==> config.mk <==
export PLATFORM = sky130hd
export DESIGN_NAME = frf_adjust
export DESIGN_NICKNAME = d
export VERILOG_FILES = /design/src/frf_pkg.sv /design/src/frf_term_match.sv /design/src/frf_adjust.sv
export SDC_FILE = /design/constraint.sdc
export NUM_CORES = 1
export LEC_CHECK = 0
export ABC_AREA = 1
export CAP_MARGIN = 20
export CORE_MARGIN = 10
export CORE_UTILIZATION = 55
export DETAILED_ROUTE_END_ITERATION = 10
export DONT_BUFFER_PORTS = 1
export HOLD_SLACK_MARGIN = 0.1
export PLACE_DENSITY = 0.76
export SLEW_MARGIN = 40
export SYNTH_ARGS = -nofsm -noshare
export SYNTH_HDL_FRONTEND = slang
export SYNTH_HIERARCHICAL = 1
export SYNTH_SLANG_ARGS = --single-unit
==> constraint.sdc <==
create_clock -name clk -period 7.6 [get_ports clk]
set_clock_uncertainty 0.1 [all_clocks]
set_input_delay 1.9 -clock clk [delete_from_list [all_inputs] [get_ports clk]]
set_output_delay 1.9 -clock clk [all_outputs]
set_load 0.1 [all_outputs]
==> src/frf_pkg.sv <==
// Constants, register map and types of the frequency reference adjust block
package frf_pkg;

    // ==========================================
    // Clock and timing
    // ==========================================
    localparam int unsigned CLK_MHZ = 200;
    localparam int unsigned SH_TIME_MS = 100;
    localparam int unsigned SH_CYCLES = SH_TIME_MS * 1000 * CLK_MHZ;
    localparam int unsigned STEP_TIME_US = 1000;
    localparam int unsigned STEP_CYCLES = STEP_TIME_US * CLK_MHZ;

    // ==========================================
    // Terminals and function codes
    // ==========================================
    localparam int unsigned NUM_TERM = 10;
    localparam logic [7:0] FN_RAMP_HOLD = 8'h0A;
    localparam logic [7:0] FN_RAISE = 8'h10;
    localparam logic [7:0] FN_LOWER = 8'h11;
    localparam logic [7:0] FN_TRIM_INC = 8'h1C;
    localparam logic [7:0] FN_TRIM_DEC = 8'h1D;
    localparam logic [7:0] FN_SAMPLE_HOLD = 8'h1E;
    localparam logic [7:0] FN_RST = 8'h00;

    // ==========================================
    // Values in 0.1 % of maximum output frequency; trim values in 1 % steps, scaled by TRIM_SCALE
    // ==========================================
    typedef logic [11:0] frf_freq_type;
    localparam frf_freq_type PCT_MAX = 12'h044C;
    localparam frf_freq_type UPPER_RST = 12'h03E8;
    localparam frf_freq_type LOWER_RST = 12'h0000;
    localparam frf_freq_type MLOWER_RST = 12'h0000;
    localparam logic [6:0] TRIM_MAX = 7'h64;
    localparam logic [6:0] TRIM_RST = 7'h0A;
    localparam logic [3:0] TRIM_SCALE = 4'hA;

    // ==========================================
    // Register byte offsets
    // ==========================================
    localparam logic [7:0] OFS_CTRL = 8'h00;
    localparam logic [7:0] OFS_UPPER = 8'h04;
    localparam logic [7:0] OFS_LOWER = 8'h08;
    localparam logic [7:0] OFS_MLOWER = 8'h0C;
    localparam logic [7:0] OFS_TRIM = 8'h10;
    localparam logic [7:0] OFS_STATUS = 8'h14;
    localparam logic [7:0] OFS_OUT_FREQ = 8'h18;
    localparam logic [7:0] OFS_UD_REF = 8'h1C;
    localparam logic [7:0] OFS_TERM0 = 8'h20;
    localparam logic [7:0] OFS_TERM_LAST = 8'h44;

    // Control bit positions and reset values
    localparam int unsigned CTRL_ANALOG_BIT = 0;
    localparam int unsigned CTRL_HOLD_BIT = 1;
    localparam logic CTRL_ANALOG_RST = 1'b1;
    localparam logic CTRL_HOLD_RST = 1'b0;

    // Status bit positions
    localparam int unsigned ST_AGREE_BIT = 0;
    localparam int unsigned ST_ERR_BIT = 1;
    localparam int unsigned ST_SH_BIT = 2;
    localparam int unsigned ST_RUN_BIT = 3;

    typedef enum logic [1:0] {SH_IDLE, SH_WAIT, SH_HELD} frf_sh_type;

endpackage : frf_pkg

==> src/frf_term_match.sv <==
// Match of one terminal function code against all terminal selectors
module frf_term_match #(
    parameter logic [7:0] CODE = 8'h00
) (
    input wire logic [frf_pkg::NUM_TERM*8-1:0] sel,
    input wire logic [frf_pkg::NUM_TERM-1:0] term_in,
    output logic assigned,
    output logic active
);
    import frf_pkg::*;

    // Any terminal holding the code assigns it; its contact activates it
    always_comb begin
        assigned = 1'b0;
        active = 1'b0;
        for (int i = 0; i < NUM_TERM; i++) begin
            if (sel[i*8 +: 8] == CODE) begin
                assigned = 1'b1;
                active = active | term_in[i];
            end
        end
    end

endmodule : frf_term_match

==> src/frf_adjust.sv <==
// Frequency reference adjust: raise/lower, trim and sample/hold
module frf_adjust #(
    parameter int unsigned STEP_P = frf_pkg::STEP_CYCLES,
    parameter int unsigned SH_P = frf_pkg::SH_CYCLES
) (
    input wire logic clk,
    input wire logic rst_n,
    input wire logic [7:0] addr,
    input wire logic [31:0] wdata,
    input wire logic wr,
    input wire logic rd,
    output logic [31:0] rdata,
    input wire logic [frf_pkg::NUM_TERM-1:0] term_in,
    input wire frf_pkg::frf_freq_type analog_ref,
    input wire logic run_cmd,
    input wire logic preset_active,
    input wire frf_pkg::frf_freq_type preset_ref,
    input wire frf_pkg::frf_freq_type nv_ref_in,
    output frf_pkg::frf_freq_type nv_ref_out,
    output frf_pkg::frf_freq_type out_freq,
    output logic freq_agree,
    output logic config_error
);
    import frf_pkg::*;

    // ==========================================
    // State
    // ==========================================
    typedef struct packed {
        logic [31:0] rdata;
        logic analog_src;
        logic hold_mem;
        frf_freq_type upper;
        frf_freq_type lower;
        frf_freq_type mlower;
        logic [6:0] trim;
        logic [NUM_TERM*8-1:0] sel;
        frf_freq_type ud_ref;
        frf_freq_type out_freq;
        frf_freq_type nv_out;
        logic agree;
        logic err;
        logic run_q;
        logic booted;
        logic restored;
        frf_sh_type sh_state;
        logic [31:0] sh_cnt;
        frf_freq_type sh_val;
        logic sh_valid;
        logic [31:0] tick_cnt;
    } frf_state_type;

    frf_state_type s;
    frf_state_type next_s;

    // ==========================================
    // Terminal function decode
    // ==========================================
    logic up_asg, up_on, dn_asg, dn_on;
    logic inc_asg, inc_on, dec_asg, dec_on;
    logic sh_asg, sh_on, rh_asg, rh_on;

    frf_term_match #(.CODE(FN_RAISE)) u_up (
        .sel(s.sel), .term_in(term_in), .assigned(up_asg), .active(up_on));
    frf_term_match #(.CODE(FN_LOWER)) u_dn (
        .sel(s.sel), .term_in(term_in), .assigned(dn_asg), .active(dn_on));
    frf_term_match #(.CODE(FN_TRIM_INC)) u_inc (
        .sel(s.sel), .term_in(term_in), .assigned(inc_asg), .active(inc_on));
    frf_term_match #(.CODE(FN_TRIM_DEC)) u_dec (
        .sel(s.sel), .term_in(term_in), .assigned(dec_asg), .active(dec_on));
    frf_term_match #(.CODE(FN_SAMPLE_HOLD)) u_sh (
        .sel(s.sel), .term_in(term_in), .assigned(sh_asg), .active(sh_on));
    frf_term_match #(.CODE(FN_RAMP_HOLD)) u_rh (
        .sel(s.sel), .term_in(term_in), .assigned(rh_asg), .active(rh_on));

    // ==========================================
    // Combinational helpers
    // ==========================================
    logic err_c;
    logic ud_mode;
    logic trim_mode;
    logic sh_mode;
    logic tick;
    logic run_rise;
    logic run_fall;
    frf_freq_type eff_low;
    frf_freq_type ud_clamp;
    frf_freq_type trimmed;
    frf_freq_type base;
    frf_freq_type target;
    logic signed [13:0] trim_sum;
    logic [10:0] trim_amt;

    // Assignment checks; any illegal mix disables all adjust functions
    always_comb begin
        err_c = (up_asg ^ dn_asg)
            | ((up_asg | dn_asg) & rh_asg)
            | (inc_asg ^ dec_asg)
            | (sh_asg & (rh_asg | up_asg | dn_asg | inc_asg | dec_asg));
        ud_mode = up_asg & dn_asg & ~err_c;
        trim_mode = inc_asg & dec_asg & ~err_c;
        sh_mode = sh_asg & ~err_c;
        tick = (s.tick_cnt == STEP_P - 1);
        run_rise = run_cmd & ~s.run_q;
        run_fall = ~run_cmd & s.run_q;
    end

    // Lower bound and clamp of the raise/lower reference
    always_comb begin
        eff_low = (s.lower > s.mlower) ? s.lower : s.mlower;
        if (s.analog_src && analog_ref > eff_low) begin
            eff_low = analog_ref;
        end
        // A lower bound above the upper limit yields to the upper limit
        if (eff_low > s.upper) begin
            eff_low = s.upper;
        end
        ud_clamp = s.ud_ref;
        if (ud_clamp > s.upper) begin
            ud_clamp = s.upper;
        end
        if (ud_clamp < eff_low) begin
            ud_clamp = eff_low;
        end
    end

    // Trim of the analog reference
    always_comb begin
        trim_amt = 11'(s.trim) * 11'(TRIM_SCALE);
        trim_sum = $signed({2'b00, analog_ref});
        if (inc_on && !dec_on) begin
            trim_sum = trim_sum + $signed({3'b000, trim_amt});
        end else if (dec_on && !inc_on) begin
            trim_sum = trim_sum - $signed({3'b000, trim_amt});
        end
        if (trim_sum <= 0) begin
            trimmed = '0;
        end else if (trim_sum > 14'sh0FFF) begin
            trimmed = 12'hFFF; // Saturate; a wrap would drop the speed
        end else begin
            trimmed = frf_freq_type'(trim_sum);
        end
    end

    // Reference selection; raise/lower outranks the preset speeds
    always_comb begin
        if (ud_mode) begin
            base = ud_clamp;
        end else if (sh_mode && s.sh_valid) begin
            base = s.sh_val;
        end else if (preset_active || !s.analog_src) begin
            base = preset_ref;
        end else if (trim_mode && analog_ref != '0) begin
            base = trimmed;
        end else begin
            base = analog_ref;
        end
        target = run_cmd ? base : '0;
    end

    // ==========================================
    // Next state
    // ==========================================
    always_comb begin
        next_s = s;
        next_s.err = err_c;
        next_s.run_q = run_cmd;
        next_s.tick_cnt = tick ? '0 : s.tick_cnt + 32'h0000_0001;

        // Power-up restore of the kept reference from outside storage
        if (!s.booted) begin
            next_s.booted = 1'b1;
            next_s.ud_ref = nv_ref_in;
            next_s.restored = (nv_ref_in != '0);
        end else if ((run_rise || run_fall) && !s.hold_mem) begin
            next_s.ud_ref = '0;
            next_s.restored = 1'b0;
        end else if (ud_mode && run_cmd && s.restored && (up_on || dn_on)) begin
            next_s.ud_ref = '0;
            next_s.restored = 1'b0;
        end else if (ud_mode && run_cmd && tick) begin
            // Steps start from the clamped value so limits bite at once
            next_s.ud_ref = ud_clamp;
            if (up_on && !dn_on && ud_clamp < s.upper) begin
                next_s.ud_ref = ud_clamp + 12'h001;
            end else if (dn_on && !up_on && ud_clamp > eff_low) begin
                next_s.ud_ref = ud_clamp - 12'h001;
            end
        end
        next_s.nv_out = s.hold_mem ? next_s.ud_ref : '0;

        // Output ramps one step per tick towards the target
        if (tick) begin
            if (s.out_freq < target) begin
                next_s.out_freq = s.out_freq + 12'h001;
            end else if (s.out_freq > target) begin
                next_s.out_freq = s.out_freq - 12'h001;
            end
        end
        next_s.agree = run_cmd && (next_s.out_freq == target);

        // Sample/hold: value taken only if contact lasts the full time
        unique case (s.sh_state)
            SH_IDLE: begin
                next_s.sh_cnt = '0;
                if (sh_mode && sh_on) begin
                    next_s.sh_state = SH_WAIT;
                end
            end
            SH_WAIT: begin
                if (!(sh_mode && sh_on)) begin
                    next_s.sh_state = SH_IDLE;
                end else if (s.sh_cnt == SH_P - 1) begin
                    next_s.sh_val = analog_ref;
                    next_s.sh_valid = 1'b1;
                    next_s.sh_state = SH_HELD;
                end else begin
                    next_s.sh_cnt = s.sh_cnt + 32'h0000_0001;
                end
            end
            SH_HELD: begin
                if (!sh_on) begin
                    next_s.sh_state = SH_IDLE;
                end
            end
            default: begin
                next_s.sh_state = SH_IDLE;
            end
        endcase

        // Register writes; limits, trim and the hold bit are frozen while running, source and selectors are not
        if (wr) begin
            if (addr == OFS_CTRL) begin
                next_s.analog_src = wdata[CTRL_ANALOG_BIT];
                if (!run_cmd) begin
                    next_s.hold_mem = wdata[CTRL_HOLD_BIT];
                end
            end else if (addr == OFS_UPPER) begin
                if (!run_cmd && wdata[31:0] <= 32'(PCT_MAX)) begin
                    next_s.upper = wdata[11:0];
                end
            end else if (addr == OFS_LOWER) begin
                if (!run_cmd && wdata[31:0] <= 32'(PCT_MAX)) begin
                    next_s.lower = wdata[11:0];
                end
            end else if (addr == OFS_MLOWER) begin
                if (!run_cmd && wdata[31:0] <= 32'(PCT_MAX)) begin
                    next_s.mlower = wdata[11:0];
                end
            end else if (addr == OFS_TRIM) begin
                if (!run_cmd && wdata[31:0] <= 32'(TRIM_MAX)) begin
                    next_s.trim = wdata[6:0];
                end
            end else if (addr >= OFS_TERM0 && addr <= OFS_TERM_LAST
                         && addr[1:0] == 2'b00) begin
                next_s.sel[(addr[7:2] - OFS_TERM0[7:2]) * 8 +: 8] = wdata[7:0];
            end
        end

        // Read data stand for one cycle only; unmapped reads give zero
        next_s.rdata = '0;
        if (rd) begin
            if (addr == OFS_CTRL) begin
                next_s.rdata[CTRL_ANALOG_BIT] = s.analog_src;
                next_s.rdata[CTRL_HOLD_BIT] = s.hold_mem;
            end else if (addr == OFS_UPPER) begin
                next_s.rdata[11:0] = s.upper;
            end else if (addr == OFS_LOWER) begin
                next_s.rdata[11:0] = s.lower;
            end else if (addr == OFS_MLOWER) begin
                next_s.rdata[11:0] = s.mlower;
            end else if (addr == OFS_TRIM) begin
                next_s.rdata[6:0] = s.trim;
            end else if (addr == OFS_STATUS) begin
                next_s.rdata[ST_AGREE_BIT] = s.agree;
                next_s.rdata[ST_ERR_BIT] = s.err;
                next_s.rdata[ST_SH_BIT] = s.sh_valid;
                next_s.rdata[ST_RUN_BIT] = s.run_q;
            end else if (addr == OFS_OUT_FREQ) begin
                next_s.rdata[11:0] = s.out_freq;
            end else if (addr == OFS_UD_REF) begin
                next_s.rdata[11:0] = s.ud_ref;
            end else if (addr >= OFS_TERM0 && addr <= OFS_TERM_LAST
                         && addr[1:0] == 2'b00) begin
                next_s.rdata[7:0] = s.sel[(addr[7:2] - OFS_TERM0[7:2]) * 8 +: 8];
            end
        end
    end

    // ==========================================
    // Registers; reset drops the held sample
    // ==========================================
    always_ff @(posedge clk or negedge rst_n) begin
        if (!rst_n) begin
            s <= '0;
            s.analog_src <= CTRL_ANALOG_RST;
            s.hold_mem <= CTRL_HOLD_RST;
            s.upper <= UPPER_RST;
            s.lower <= LOWER_RST;
            s.mlower <= MLOWER_RST;
            s.trim <= TRIM_RST;
            s.sel <= {NUM_TERM{FN_RST}};
            s.sh_state <= SH_IDLE;
        end else begin
            s <= next_s;
        end
    end

    // Outputs straight from the state flops
    assign rdata = s.rdata;
    assign nv_ref_out = s.nv_out;
    assign out_freq = s.out_freq;
    assign freq_agree = s.agree;
    assign config_error = s.err;

endmodule : frf_adjust

==> out/results.ini <==
[place]
gp_routability_congestion = 1.03
post_detailed_placement_half_perimeter_wirelength_mm = 61.2
buffer_ports.inserted = 0
cell_area_placed_um2 = 24300
place_inst = 4110

[drt]
routed_wire_length_per_instance_um = 19.9
drt_first_pass_iters = 6
drt_wl_total_mm = 84.3
final_antenna_net_count = 0
via_per_inst = 5.79
drc = 0
drt-initial-drc-count = 2999
num_vias = 24544

[global_routing]
first_global_vias = 22289
grt_first_pass_wirelength_mm = 126
globalRouteOverflowTotal = 0
antenna_found_initial = 2
gr-usage-all-layers_pct = 31.5
maximum_number_of_pins_on_one_net_before_global_route_repair = 258

[floorplanning]
ioPinCount = 150
start_util_pct = 55.7
die_width_um = 223
std_cell_rows = 74
die_area_um2 = 49900
design.core.area_um2 = 40800
die_height_um = 223

[worst_setup_path]
crit_end = freq_agree$_DFF_PN0_
largest_stage_delay_worst_path_ns = 0.37
worst_r2r_startpoint = s[211]$_DFFE_PN0P_
worst_setup_path_start_kind = flop
ff2ff_path_depth = 58
worstPathMaxFanout = 8
worst-setup-path-type = reg2reg
crit_slowest_cell = dfrtp_1
worst_ep_arrival_time_ns = 8.84
startpoint = s[211]$_DFFE_PN0P_
worst_r2r_endpoint = freq_agree$_DFF_PN0_
regToRegSetupSlack_ns = -0.84
required_ns = 8.00
critical_path.most_common_cell = nand2_1
worstSetupEndpointType = flop

[power_and_ir_drop]
power_per_cell_area_nw_per_um2 = 157
p_leak_uw = 0.0126
irDropWorstVdd_uv = 204
post-layout-total-power_uw = 4250

[final_layout]
diodes = 0
postLayoutCoreUtil_pct = 66.4
final_cell_area_um2 = 27100
layoutNonFillerInstCount = 4238
finalNetCount = 3921
drive_gt1_share_pct = 17.5
area_growth_pct = 19.2
final.fill_count = 3526

[sta]
final_min_period_over_clock_period_pct = 111
setup_tns_ns = -3.42
final.setup.worst_slack_ns = -0.840
worstMarginPinSlew_ns = 0.890
setup_viol_count_final = 13
achievable-frequency_mhz = 118
final_period_minus_worst_setup_slack_ns = 8.44
max_slew_margin_pct = 40.7
timing_max_transition_violations_final = 0
final-hold-violation-count = 0
unrepaired_setup_endpoints_after_global_routing = yes

[run_status]
failed_checks = setup timing
run_status = finished, violations left

[synth]
synth_warnings = 6
synth.avg_cell_area_um2 = 6.47
synth_cells = 3516
synth_area_um2 = 22700

[clock_network]
clk-insertion-delay-late_ns = 0.59
worst_setup_hold_path_clk_slew_ns = 0.07
tritoncts_buffer_count = 30
cts_hold_buf = 0
clock_sink_total = 257
tritoncts_clock_tree = built
cts_max_level = 1
cts_max_path_buffers = 3
clockRootBuffer = clkbuf_16

[run]
maxCapViolCount = 0

[worst_hold_path]
hold_path.class = reg2reg

[stage by stage]
stage	hold slack [ns]	setup WS, ns
final	0.365	-0.840
after CTS	0.367	-0.0678
after global routing	0.410	-1.30
after global placement	0.355	-0.550
after floorplan	0.333	-0.372
after detailed placement	0.360	-0.792
[metal layers]
metal | GRT usage (%) | share of wire (%) | vias up
met2 | 46.2 | 42 | 1421
li1 | - | - | 11603
met3 | 8.11 | 12 | 268
met5 | 0 | 0.015 | -
met1 | 43.1 | 40 | 11250
met4 | 13.3 | 5.2 | 2
[worst min-delay path by stage]
stage | from | endpoint | slack, ns | cells after the start
CTS | s[0]$_DFF_PN0_ | s[0]$_DFF_PN0_ | 0.37 | 1
finish | s[0]$_DFF_PN0_ | s[0]$_DFF_PN0_ | 0.36 | 1
detailed placement | s[0]$_DFF_PN0_ | s[0]$_DFF_PN0_ | 0.36 | 1
global placement | s[0]$_DFF_PN0_ | s[0]$_DFF_PN0_ | 0.35 | 1
floorplan | s[0]$_DFF_PN0_ | s[0]$_DFF_PN0_ | 0.33 | 1
global route | s[0]$_DFF_PN0_ | s[0]$_DFF_PN0_ | 0.41 | 1
[placed cells by master (no fill, tap or decap), drive strengths merged, types with 4 or more instances in the layout]
cell type and instances:
nor2 384, a31oi 10, clkinv 8, nand3 181
clkbuf 43, o21a 7, and2 19, nand3b 9
dfrtp 248, o21bai 4, inv 589, xor2 51
o22ai 4, o211ai 26, nor3 62, o31ai 28
conb 21, nor4 26, a211oi 10, a22oi 8
o21ai 291, ha 144, or2 15, a221oi 10
dfstp 9, clkinvlp 5, bufinv 6, buf 239
nand2 973, nand4 62, a21oi 162, o221ai 25
[what timing repair did]
| item | 4_1_cts | 5_1_grt |
|---|---|---|
| gates cloned | 7 | 2 |
| setup endpoints to repair | 15 | 37 |
| hold endpoints to repair | 0 | 0 |
| pin swaps | 58 | 64 |
| gates resized for setup | 83 | 161 |
| buffers inserted | 49 | 20 |
[cell type report]
| class | count | area (um^2) | share of cell area [%] |
|---|---|---|---|
| repair inverters | 1 | 11.3 | 0.0415 |
| repair buffers | 241 | 1950 | 7.18 |
| multi-input cells | 2559 | 14600 | 54.0 |
| clock buffers | 41 | 873 | 3.22 |
| clock inverters | 15 | 253 | 0.932 |
| inverters | 592 | 2260 | 8.32 |
| flip-flops and latches | 257 | 6470 | 23.8 |
| well taps | 532 | 666 | 2.45 |
[state kept, by name, indices dropped and copies added, names as in the netlist]
signal        flops
s               219
nv_ref_out       12
out_freq         12
rdata            12
config_error      1
freq_agree        1
[critical path: cells and delay by family (launching register included)]
| kind | cells | cell delay, ns |
|---|---|---|
| simple gates | 35 | 4.11 |
| fa+ha+maj | 5 | 1.43 |
| buf+inv | 12 | 1.18 |
| compound gates | 5 | 0.88 |
| flops | 1 | 0.37 |
| xor+xnor | 1 | 0.23 |
[power by group]
part	switching, uW	internal (uW)
registers	21.8	1380
logic	756	452
clock network	631	1010
(Power assumes the default switching activity.)
